**config.mk**
```make
export PLATFORM = sky130hd
export DESIGN_NAME = true_random_number_source
export DESIGN_NICKNAME = d
export VERILOG_FILES = /design/src/common/trns_pkg.sv /design/src/design/true_random_number_source.sv
export SDC_FILE = /design/constraint.sdc
export NUM_CORES = 1
export LEC_CHECK = 0
export BUFFER_PORTS_ARGS = -buffer_cell sky130_fd_sc_hd__clkbuf_2
export CORE_MARGIN = 4
export CORE_UTILIZATION = 35
export CTS_BUF_LIST = sky130_fd_sc_hd__clkbuf_16
export DETAILED_ROUTE_END_ITERATION = 10
export GPL_TIMING_DRIVEN = 0
export PLACE_DENSITY = 0.63
export SLEW_MARGIN = 20
export SYNTH_ARGS = -nofsm -noshare
export SYNTH_HDL_FRONTEND = slang
export SYNTH_SLANG_ARGS = --single-unit
```
**constraint.sdc**
```tcl
create_clock -name sys_clk -period 6.6 [get_ports sys_clk]
set_clock_uncertainty 0.1 [all_clocks]
set_input_delay 0 -clock sys_clk [delete_from_list [all_inputs] [get_ports sys_clk]]
set_output_delay 0 -clock sys_clk [all_outputs]
set_load 0.1 [all_outputs]
```
**src/common/trns_pkg.sv**
```systemverilog
// Package with register map, field positions and timing constants of the random source.
package trns_pkg;
   localparam logic [11:0] REG_ENABLE_OFS = 12'h060;
   localparam logic [11:0] REG_CONFIG_OFS = 12'h064;
   localparam logic [11:0] REG_POP_OFS = 12'h068;
   localparam logic [11:0] REG_STATE_OFS = 12'h06C;
   localparam logic [11:0] REG_LOCAL_BASE_OFS = 12'h078;
   localparam int ENABLE_BIT = 0;
   localparam int RATE_LSB = 0;
   localparam int RATE_WIDTH = 4;
   localparam int IRQ_EN_BIT = 8;
   localparam int READY_BIT = 0;
   localparam int EMPTY_READ_BIT = 1;
   localparam logic [31:0] ENABLE_RESET = 32'h0000_0000;
   localparam logic [31:0] CONFIG_RESET = 32'h0000_0000;
   localparam logic [31:0] LOCAL_BASE_RESET = 32'h1000_0000;
   localparam logic [31:0] MIX_SEED = 32'h6A09_E667;
   localparam int FIFO_DEPTH = 4;
   localparam int SKID_DEPTH = 2;
   localparam int READY_LEVEL = 2;
   localparam real CLOCK_MHZ = 10.0;
   localparam real RATED_CLOCK_MHZ = 90.0;
   localparam real RATED_MBPS = 2.8;
   localparam int WORD_BITS = 32;
   localparam int BASE_PERIOD = int'(RATED_CLOCK_MHZ * WORD_BITS / RATED_MBPS) / 32 * 32;
   localparam int PERIOD_WIDTH = 26;

   typedef enum logic [2:0] {
      TRNS_SEL_NONE,
      TRNS_SEL_ENABLE,
      TRNS_SEL_CONFIG,
      TRNS_SEL_POP,
      TRNS_SEL_STATE,
      TRNS_SEL_BASE
   } trns_sel_t;

   typedef struct packed {
      logic take;
      logic write;
      trns_sel_t sel;
      logic [31:0] wdata;
   } trns_acc_t;
endpackage

```
**src/design/true_random_number_source.sv**
```systemverilog
// Hardware random word source with its register file, mixer and output FIFO.
`timescale 1ns/1ps
module true_random_number_source (
   input wire logic sys_clk,
   input wire logic rst,
   input wire logic oscA,
   input wire logic oscB,
   input wire logic protectN,
   input wire logic pciReq,
   input wire logic pciWe,
   input wire logic [11:0] pciAddr,
   input wire logic [31:0] pciWdata,
   output logic pciAck,
   output logic [31:0] pciRdata,
   input wire logic cpuReq,
   input wire logic cpuWe,
   input wire logic [31:0] cpuAddr,
   input wire logic [31:0] cpuWdata,
   output logic cpuAck,
   output logic [31:0] cpuRdata,
   output logic randomReadyIrq
);
   localparam int PERIOD_WIDTH_L = trns_pkg::PERIOD_WIDTH;
   logic [1:0] oscASync_reg;
   logic [1:0] oscBSync_reg;
   logic [1:0] protSync_reg;
   logic [31:0] enable_reg;
   logic [31:0] config_reg;
   logic [31:0] localBase_reg;
   logic emptyRead_reg;
   logic [31:0] mix_reg;
   logic [31:0] mix_next;
   logic [PERIOD_WIDTH_L-1:0] period_reg;
   logic [31:0] skidMem_reg [trns_pkg::SKID_DEPTH];
   logic skidHead_reg;
   logic [1:0] skidCount_reg;
   logic [31:0] fifoMem_reg [trns_pkg::FIFO_DEPTH];
   logic [1:0] fifoWr_reg;
   logic [1:0] fifoRd_reg;
   logic [2:0] fifoCount_reg;
   logic rawBit;
   logic protectedMode;
   logic generatorOn;
   logic [PERIOD_WIDTH_L-1:0] periodTarget;
   logic genValid;
   logic skidReady;
   logic skidValid;
   logic fifoReady;
   logic skidToFifo;
   logic popTake;
   logic randomReady;
   logic [31:0] stateWord;
   trns_pkg::trns_acc_t cpuAcc;
   trns_pkg::trns_acc_t pciAcc;
   trns_pkg::trns_acc_t acc;

   function automatic trns_pkg::trns_sel_t decodeOfs(input logic [11:0] ofs);
      case (ofs)
         trns_pkg::REG_ENABLE_OFS: decodeOfs = trns_pkg::TRNS_SEL_ENABLE;
         trns_pkg::REG_CONFIG_OFS: decodeOfs = trns_pkg::TRNS_SEL_CONFIG;
         trns_pkg::REG_POP_OFS: decodeOfs = trns_pkg::TRNS_SEL_POP;
         trns_pkg::REG_STATE_OFS: decodeOfs = trns_pkg::TRNS_SEL_STATE;
         trns_pkg::REG_LOCAL_BASE_OFS: decodeOfs = trns_pkg::TRNS_SEL_BASE;
         default: decodeOfs = trns_pkg::TRNS_SEL_NONE;
      endcase
   endfunction

   // The oscA, oscB and protectN pin inputs pass two flip-flops before any logic reads them; the bus inputs are used directly.
   always_ff @(posedge sys_clk) begin
      if (rst) begin
         oscASync_reg <= 2'h0;
      end else begin
         oscASync_reg <= {oscASync_reg[0], oscA};
      end
   end

   always_ff @(posedge sys_clk) begin
      if (rst) begin
         oscBSync_reg <= 2'h0;
      end else begin
         oscBSync_reg <= {oscBSync_reg[0], oscB};
      end
   end

   always_ff @(posedge sys_clk) begin
      if (rst) begin
         protSync_reg <= 2'h3;
      end else begin
         protSync_reg <= {protSync_reg[0], protectN};
      end
   end

   assign rawBit = oscASync_reg[1] ^ oscBSync_reg[1];
   assign protectedMode = ~protSync_reg[1];
   assign generatorOn = enable_reg[trns_pkg::ENABLE_BIT];

   // The local processor always wins; a PCI request waits while the processor asks.
   always_comb begin
      cpuAcc.take = cpuReq & ~cpuAck & (cpuAddr[31:12] == localBase_reg[31:12]);
      cpuAcc.write = cpuWe;
      cpuAcc.sel = decodeOfs(cpuAddr[11:0]);
      cpuAcc.wdata = cpuWdata;
      pciAcc.take = pciReq & ~pciAck & ~cpuReq & ~protectedMode;
      pciAcc.write = pciWe;
      pciAcc.sel = decodeOfs(pciAddr);
      pciAcc.wdata = pciWdata;
      acc = cpuAcc.take ? cpuAcc : pciAcc;
   end

   assign popTake = acc.take & ~acc.write & (acc.sel == trns_pkg::TRNS_SEL_POP);

   // Control registers written by software.
   always_ff @(posedge sys_clk) begin
      if (rst) begin
         enable_reg <= trns_pkg::ENABLE_RESET;
      end else if (acc.take && acc.write && acc.sel == trns_pkg::TRNS_SEL_ENABLE) begin
         enable_reg <= acc.wdata;
      end
   end

   always_ff @(posedge sys_clk) begin
      if (rst) begin
         config_reg <= trns_pkg::CONFIG_RESET;
      end else if (acc.take && acc.write && acc.sel == trns_pkg::TRNS_SEL_CONFIG) begin
         config_reg <= acc.wdata;
      end
   end

   always_ff @(posedge sys_clk) begin
      if (rst) begin
         localBase_reg <= trns_pkg::LOCAL_BASE_RESET;
      end else if (acc.take && acc.write && acc.sel == trns_pkg::TRNS_SEL_BASE) begin
         localBase_reg <= acc.wdata;
      end
   end

   // Sticky underflow flag; a new empty read beats a clear in the same cycle.
   always_ff @(posedge sys_clk) begin
      if (rst) begin
         emptyRead_reg <= 1'b0;
      end else if (popTake && fifoCount_reg == 3'h0) begin
         emptyRead_reg <= 1'b1;
      end else if (acc.take && acc.write && acc.sel == trns_pkg::TRNS_SEL_STATE
                   && acc.wdata[trns_pkg::EMPTY_READ_BIT]) begin
         emptyRead_reg <= 1'b0;
      end
   end

   // Entropy is folded into the state every cycle while the generator is enabled, with a nonlinear feedback term.
   always_comb begin
      mix_next = {mix_reg[30:0], mix_reg[31] ^ mix_reg[21] ^ mix_reg[1] ^ mix_reg[0] ^ rawBit};
      mix_next[7:0] = mix_next[7:0] ^ (mix_reg[15:8] & mix_reg[23:16]) ^ mix_reg[31:24];
   end

   always_ff @(posedge sys_clk) begin
      if (rst) begin
         mix_reg <= trns_pkg::MIX_SEED;
      end else if (generatorOn) begin
         mix_reg <= mix_next;
      end
   end

   assign stateWord = mix_reg ^ {mix_reg[18:0], mix_reg[31:19]} ^ {mix_reg[5:0], mix_reg[31:6]};

   // Word period is the base period shifted left by the configured rate field.
   assign periodTarget = (PERIOD_WIDTH_L'(trns_pkg::BASE_PERIOD)
      << config_reg[trns_pkg::RATE_LSB +: trns_pkg::RATE_WIDTH])
      - PERIOD_WIDTH_L'(1);
   assign genValid = generatorOn && (period_reg >= periodTarget);

   always_ff @(posedge sys_clk) begin
      if (rst) begin
         period_reg <= '0;
      end else if (!generatorOn) begin
         period_reg <= '0;
      end else if (genValid) begin
         if (skidReady) begin
            period_reg <= '0;
         end
      end else begin
         period_reg <= period_reg + PERIOD_WIDTH_L'(1);
      end
   end

   // Two-entry buffer between the mixer and the FIFO; the period counter holds when it fills.
   assign skidReady = (skidCount_reg != 2'(trns_pkg::SKID_DEPTH));
   assign skidValid = (skidCount_reg != 2'h0);
   assign fifoReady = (fifoCount_reg != 3'(trns_pkg::FIFO_DEPTH));
   assign skidToFifo = skidValid & fifoReady;

   always_ff @(posedge sys_clk) begin
      if (genValid && skidReady) begin
         skidMem_reg[skidHead_reg ^ skidCount_reg[0]] <= stateWord;
      end
   end

   always_ff @(posedge sys_clk) begin
      if (rst) begin
         skidHead_reg <= 1'b0;
      end else if (skidToFifo) begin
         skidHead_reg <= ~skidHead_reg;
      end
   end

   always_ff @(posedge sys_clk) begin
      if (rst) begin
         skidCount_reg <= 2'h0;
      end else begin
         skidCount_reg <= skidCount_reg + 2'(genValid && skidReady) - 2'(skidToFifo);
      end
   end

   // Four-entry output FIFO.
   always_ff @(posedge sys_clk) begin
      if (skidToFifo) begin
         fifoMem_reg[fifoWr_reg] <= skidMem_reg[skidHead_reg];
      end
   end

   always_ff @(posedge sys_clk) begin
      if (rst) begin
         fifoWr_reg <= 2'h0;
      end else if (skidToFifo) begin
         fifoWr_reg <= fifoWr_reg + 2'h1;
      end
   end

   always_ff @(posedge sys_clk) begin
      if (rst) begin
         fifoRd_reg <= 2'h0;
      end else if (popTake && fifoCount_reg != 3'h0) begin
         fifoRd_reg <= fifoRd_reg + 2'h1;
      end
   end

   always_ff @(posedge sys_clk) begin
      if (rst) begin
         fifoCount_reg <= 3'h0;
      end else begin
         fifoCount_reg <= fifoCount_reg + 3'(skidToFifo)
            - 3'(popTake && fifoCount_reg != 3'h0);
      end
   end

   assign randomReady = (fifoCount_reg >= 3'(trns_pkg::READY_LEVEL));

   // Read data one cycle after a request is taken; acknowledge pulses one cycle after any request, taken or not, a PCI request only while cpuReq is low.
   function automatic logic [31:0] readValue(input trns_pkg::trns_sel_t sel);
      case (sel)
         trns_pkg::TRNS_SEL_ENABLE: readValue = enable_reg;
         trns_pkg::TRNS_SEL_CONFIG: readValue = config_reg;
         trns_pkg::TRNS_SEL_POP: readValue = (fifoCount_reg != 3'h0) ?
            fifoMem_reg[fifoRd_reg] : 32'h0000_0000;
         trns_pkg::TRNS_SEL_STATE: readValue = {30'h0, emptyRead_reg, randomReady};
         trns_pkg::TRNS_SEL_BASE: readValue = localBase_reg;
         default: readValue = 32'h0000_0000;
      endcase
   endfunction

   always_ff @(posedge sys_clk) begin
      if (rst) begin
         cpuAck <= 1'b0;
         cpuRdata <= 32'h0000_0000;
      end else begin
         cpuAck <= cpuReq & ~cpuAck;
         if (cpuAcc.take && !cpuWe) begin
            cpuRdata <= readValue(cpuAcc.sel);
         end else begin
            cpuRdata <= 32'h0000_0000;
         end
      end
   end

   always_ff @(posedge sys_clk) begin
      if (rst) begin
         pciAck <= 1'b0;
         pciRdata <= 32'h0000_0000;
      end else begin
         pciAck <= pciReq & ~pciAck & ~cpuReq;
         if (pciAcc.take && !pciWe) begin
            pciRdata <= readValue(pciAcc.sel);
         end else begin
            pciRdata <= 32'h0000_0000;
         end
      end
   end

   always_ff @(posedge sys_clk) begin
      if (rst) begin
         randomReadyIrq <= 1'b0;
      end else begin
         randomReadyIrq <= randomReady & config_reg[trns_pkg::IRQ_EN_BIT];
      end
   end
endmodule

```
# After elaboration in Yosys (flattened, before gate mapping)
# Memories as Yosys holds them, arrays and structs flattened. A register that Yosys moved wholly into a read port is not among the register bits.
# Cells that the tools add are included.
[totals]
ff_bits = 238
latchBits = 0
ramBits = 192
romBits = 0
inputBits = 117
out_inout_bits = 67
word_cells = 128
n_memories = 2
[op_classes]
add_sub_neg = 8
mul = 0
div_mod_pow = 0
magnitude_cmp = 2
eq_ne = 29
shift = 1
muxes = 18
bitwise = 28
n_reduce_logical = 21
[mem_list]
columns = ["name", "depth", "word_bits", "rd", "rd_ports_with_merged_regs", "write_ports", "line", "text"]
rows = [
  ["fifoMem_reg", 4, 32, 1, 1, 1, "true_random_number_source.sv:37", "logic [31:0] fifoMem_reg [trns_pkg::FIFO_DEPTH];"],
  ["skidMem_reg", 2, 32, 1, 1, 1, "true_random_number_source.sv:34", "logic [31:0] skidMem_reg [trns_pkg::SKID_DEPTH];"],
]
[ops]
columns = ["op", "n"]
rows = [
  ["$pmux W32 S5", 2],
  ["$eq A12 B7 Y1 const B", 10],
  ["$xor A32 B32 Y32", 2],
  ["$mux W26", 2],
  ["$mux W37", 1],
  ["$mux W32", 1],
  ["$pmux W3 S5", 2],
  ["$add A26 B1 Y26 const B", 1],
  ["$ge A26 B26 Y1", 1],
  ["$shl A11 B4 Y26 const A", 1],
  ["$sub A26 B2 Y26 const B", 1],
  ["$eq A20 B20 Y1", 1],
  ["$eq A3 B2 Y1 const B", 6],
  ["$eq A3 B3 Y1 const B", 6],
  ["$xor A8 B8 Y8", 2],
  ["$logic_and A1 B1 Y1", 12],
  ["$and A1 B1 Y1", 9],
  ["$eq A3 B1 Y1 const B", 3],
  ["$and A8 B8 Y8", 1],
  ["$mux W1", 8],
  ["$not A1 Y1", 8],
  ["$reduce_or A2 Y1", 3],
  ["$xor A1 B1 Y1", 6],
  ["$add A2 B1 Y2 const B", 2],
  ["13 further kinds", 16],
]

# Longest topological paths before layout
[depth]
ltp_word = 11
depth_mapped = 22
ltp_nobuf = 19

# Least setup slack after synthesis
# No wires, ideal clock.
[synth_timing]
kind = "register to register"
startpoint = "register config_reg[1]"
endpoint = "memory skidMem_reg[0][0], enable pin"
setup_ns = 0.421
arrival_time_ns = 4.159
t_required_ns = 6.079
setup_slack_ns = 1.920
path_stages_with_launch = 14
n_path_buf = 3
synth_period_minus_slack_ns = 4.680
cell_sequence = "dfxtp_1 > clkbuf_1 > nand3b_1 > ha_1 > buf_1 > a22o_1 > a21oi_1 > ha_1 > nand4_1 > nor4_1 > o211a_1 > buf_2 > o21ai_0 > nor2_1"
[synth_between]
elab_chain_cells = 7
[synth_lines]
columns = ["item", "line", "text"]
rows = [
  ["from (decl)", "true_random_number_source.sv:28", "logic [31:0] config_reg;"],
  ["from (signal assigned)", "true_random_number_source.sv:123", "config_reg <= trns_pkg::CONFIG_RESET;"],
  ["from (signal assigned)", "true_random_number_source.sv:125", "config_reg <= acc.wdata;"],
  ["$shl A11 B4 Y26", "true_random_number_source.sv:166", "assign periodTarget = (PERIOD_WIDTH_L'(trns_pkg::BASE_PERIOD)"],
  ["$sub A26 B2 Y26", "true_random_number_source.sv:168", "- PERIOD_WIDTH_L'(1);"],
  ["$ge A26 B26 Y1", "true_random_number_source.sv:169", "assign genValid = generatorOn && (period_reg >= periodTarget);"],
  ["$logic_and A1 B1 Y1", "true_random_number_source.sv:169", ""],
  ["$logic_and A1 B1 Y1", "true_random_number_source.sv:192", "if (genValid && skidReady) begin"],
  ["$mux W1", "true_random_number_source.sv:192", ""],
  ["$mux W1 (not written as such)", "true_random_number_source.sv:193", "skidMem_reg[skidHead_reg ^ skidCount_reg[0]] <= stateWord;"],
  ["to (decl)", "true_random_number_source.sv:34", ""],
]
# Every way passes these cells.

# Worst setup path in the final report
[layout_timing]
startpoint = "register config_reg[1]"
endpoint = "register skidCount_reg[1]"
[layout_between]
elab_chain_cells = 7
[layout_lines]
columns = ["item", "line", "text"]
rows = [
  ["$shl A11 B4 Y26", "true_random_number_source.sv:166", ""],
  ["$sub A26 B2 Y26", "true_random_number_source.sv:168", ""],
  ["$ge A26 B26 Y1", "true_random_number_source.sv:169", ""],
  ["$logic_and A1 B1 Y1", "true_random_number_source.sv:169", ""],
  ["$logic_and A1 B1 Y1", "true_random_number_source.sv:209", "skidCount_reg <= skidCount_reg + 2'(genValid && skidReady) - 2'(skidToFifo);"],
  ["$add A2 B1 Y2", "true_random_number_source.sv:209", ""],
  ["$sub A2 B1 Y2", "true_random_number_source.sv:209", ""],
  ["to (signal assigned)", "true_random_number_source.sv:209", ""],
  ["to (decl)", "true_random_number_source.sv:36", "logic [1:0] skidCount_reg;"],
]
# Every way passes these cells.
# A chain may end at the register's enable or synchronous reset.

==> impl_metrics.ini <==
[run_status]
status = finished clean

[yosys]
synthMostInstantiatedCell = dfxtp_1
yosys_warnings = 0
syn_nets = 1764
avgSynthCellArea_um2 = 11.6
synthTopCellsByArea = edfxtp_1 (31%), dfxtp_1 (26%), mux4_2 (4.0%)
synth.distinct_cells = 69
netlist_instances = 1619
ys_seq_area_frac = 0.566
synth-main-ff-cell = dfxtp_1
synth_top_cell_by_area = edfxtp_1
ys_ff_latch = 433
synth_edf_count = 192
synthTopCellsByCount = dfxtp_1 (241), edfxtp_1 (192), nor2_1 (132)
async_reset_ff_frac = 0
synth_top_area_frac = 0.308
syn-cell-area_mm2 = 0.0187

[power]
leakagePower_nw = 7.94
powerDensity_mw_per_mm2 = 282
pwr-share-seq = 0.475
ir_drop_uv = 185
comb_power_share = 0.132
power_report.internal_total_mw = 4.83
clockPowerShare = 0.393
p_total_mw = 6.46
switchingPower_mw = 1.63
switching_share = 0.252

[route]
first_pass_iters = 8
dr_wl_met3_um = 4020
vias_per_cell = 5.42
drc_errors = 0
wl_met2_um = 26500
m1WireLength_um = 23200
wl_um = 55200
wl_per_cell_um = 20.8
top_layer = met4
drt_iter0_markers = 1495
postRouteAntennaNets = 0
vias = 14384

[placed_design]
place.gp.congestion = 0.926
dpl.hpwl_um = 39800
io_buffers = 179
dp_slack_ns = 1.61

[grt]
grt_usage = 0.187
grt_pass1_vias = 14409
grt_start_max_net_pins = 27
grt-ovfl-total = 0
grt_pass1_wl_um = 83700
antenna_found_initial = 1

[sta]
fmax_mhz = 199
tightest_slew_ns = 1.09
setup_tns_ns = 0
hold_violations = 0
grt_setup_unrepaired = no
setup_viol = 0
fin_ws_ns = 1.56
final.period_utilization = 0.763
period_minus_slack_ns = 5.04
finalMaxSlewViolations = 0
maxSlewHeadroom = 0.263

[clock_tree]
ctsHtreeMaxLevel = 2
cts_buffer_depth = 3
clock-root-buffer = clkbuf_16
path_clk_slew_ns = 0.06
cts_inserted_buffers = 45
cts.hold.buffers_added = 80
clock_sinks = 433
cts_resized = 0
cts_tree = done
clk_latency_ns = 0.59
postCtsSetupRepairBufs = 0

[hold_path]
min_path_type = in -> reg

[worst_setup_path]
slowest_stage = nor4_1
critPathArrivalTime_ns = 5.37
critPathMaxFanout = 10
path_buf_inv = 4
cp-end-kind = register
worstPathRequired_ns = 6.94
crit_path_frequent_cell = ha_1
crit_chain = clkbuf_1 -> nand3b_1 -> ha_1 -> buf_1 -> a22o_1 -> a21oi_1 -> ha_1 -> nand4_1 -> nor4_1 -> o211ai_1 -> a21oi_1 -> clkbuf_1 -> nand2b_1 -> ha_1 -> inv_1 -> ha_1 -> xor2_1 -> xnor2_1 -> nor2_1
cp_top_family = buffers and inverters
cp-start-kind = register
critical_path_class = reg -> reg
critPathMaxStageDelay_ns = 0.53

[die]
initial_core_util = 0.355
core_area_mm2 = 0.0528
fp.dieW_um = 239
die_area_mm2 = 0.0573
die_h_um = 239
ios = 184
placementRows = 84

[job]
maxCapViolCount = 0

[layout]
fin_nets = 2076
largest_reg_flops = 128
drive_gt1_frac = 0.180
final_util = 0.434
antenna_cells = 0
syn_to_final_growth_pct = 22.3
path summary, 6_finish.rpt:
kind	from	to	slack, ns	cells after the start
max	config_reg[1]	skidCount_reg[1]	1.56	19
min	cpuAddr[3]	cpuRdata[23]	0.09	5
max reg2reg	config_reg[1]	skidCount_reg[1]	1.56	19
min reg2reg	protSync_reg[0]	protSync_reg[1]	0.31	1
power by group through the flow:
stage / clock, mW / sequential [mW] / combinational [mW]
2_1_floorplan: 0 / 3.12 / 0.490
3_3_place_gp: 0 / 3.12 / 0.759
3_5_place_dp: 0 / 3.13 / 0.809
4_1_cts: 2.59 / 3.07 / 0.850
5_1_grt: 2.69 / 3.08 / 0.913
6_report: 2.54 / 3.07 / 0.851
cell usage in the layout (no fill, tap or decap), drive strengths merged, types with 21 or more instances in the layout:
cell	instances
a222oi	31
a21oi	121
mux2i	52
clkinv	21
a211oi	69
inv	32
nor2	132
ha	27
buf	41
mux4	33
nand2	103
a22oi	63
o21ai	29
nor2b	46
edfxtp	192
dlygate4sd3	80
clkbuf	306
xor2	29
mux2	35
dfxtp	241
xnor2	67
nand2b	36
cell type report:
class / instances / area (µm²)
clock buffer: 48 / 1200
multi-input combinational: 1050 / 7590
clock inverter: 35 / 283
buffer: 114 / 485
sequential: 433 / 10600
timing repair buffer: 265 / 1820
tap: 688 / 861
fill: 4837 / 29900
inverter: 22 / 82.6
worst register-to-register path, delay by kind of cell, from the launching register on:
kind,cells,cell delay (ns)
buffers and inverters,4,1.18
and+or+nand+nor,5,1.00
DFF,1,0.46
adders and majority gates,4,1.00
xor gates and xnor gates,2,0.30
AOI/OAI and AO/OA,4,0.84
per-layer routing:
layer  track usage  up-vias
met4        0.0591        0
li1              -     6616
met1         0.246     7032
met5             0        -
met3        0.0327      110
met2         0.317      626
stage by stage:
step	instance area, µm²	std cells	hold WS, ns
5_1_grt	22900	2655	0.131
6_report	22900	2655	0.0854
4_1_cts	22900	2655	0.0381
2_1_floorplan	18700	1619	0.00381
3_5_place_dp	20600	2492	0.149
3_3_place_gp	20500	2486	0.146
kinds of logic after synthesis:
kind of cell | Yosys count | share of synthesized area
AO/OA/AOI/OAI | 372 | 0.137
other | 1 | 0.000200
XOR/XNOR | 96 | 0.0449
multiplexers | 120 | 0.0885
flip-flops | 433 | 0.566
adder cells (fa/ha/maj) | 28 | 0.0191
buffers and inverters | 136 | 0.0303
AND/OR/NAND/NOR | 433 | 0.114
Power figures use the tool's default switching activity.
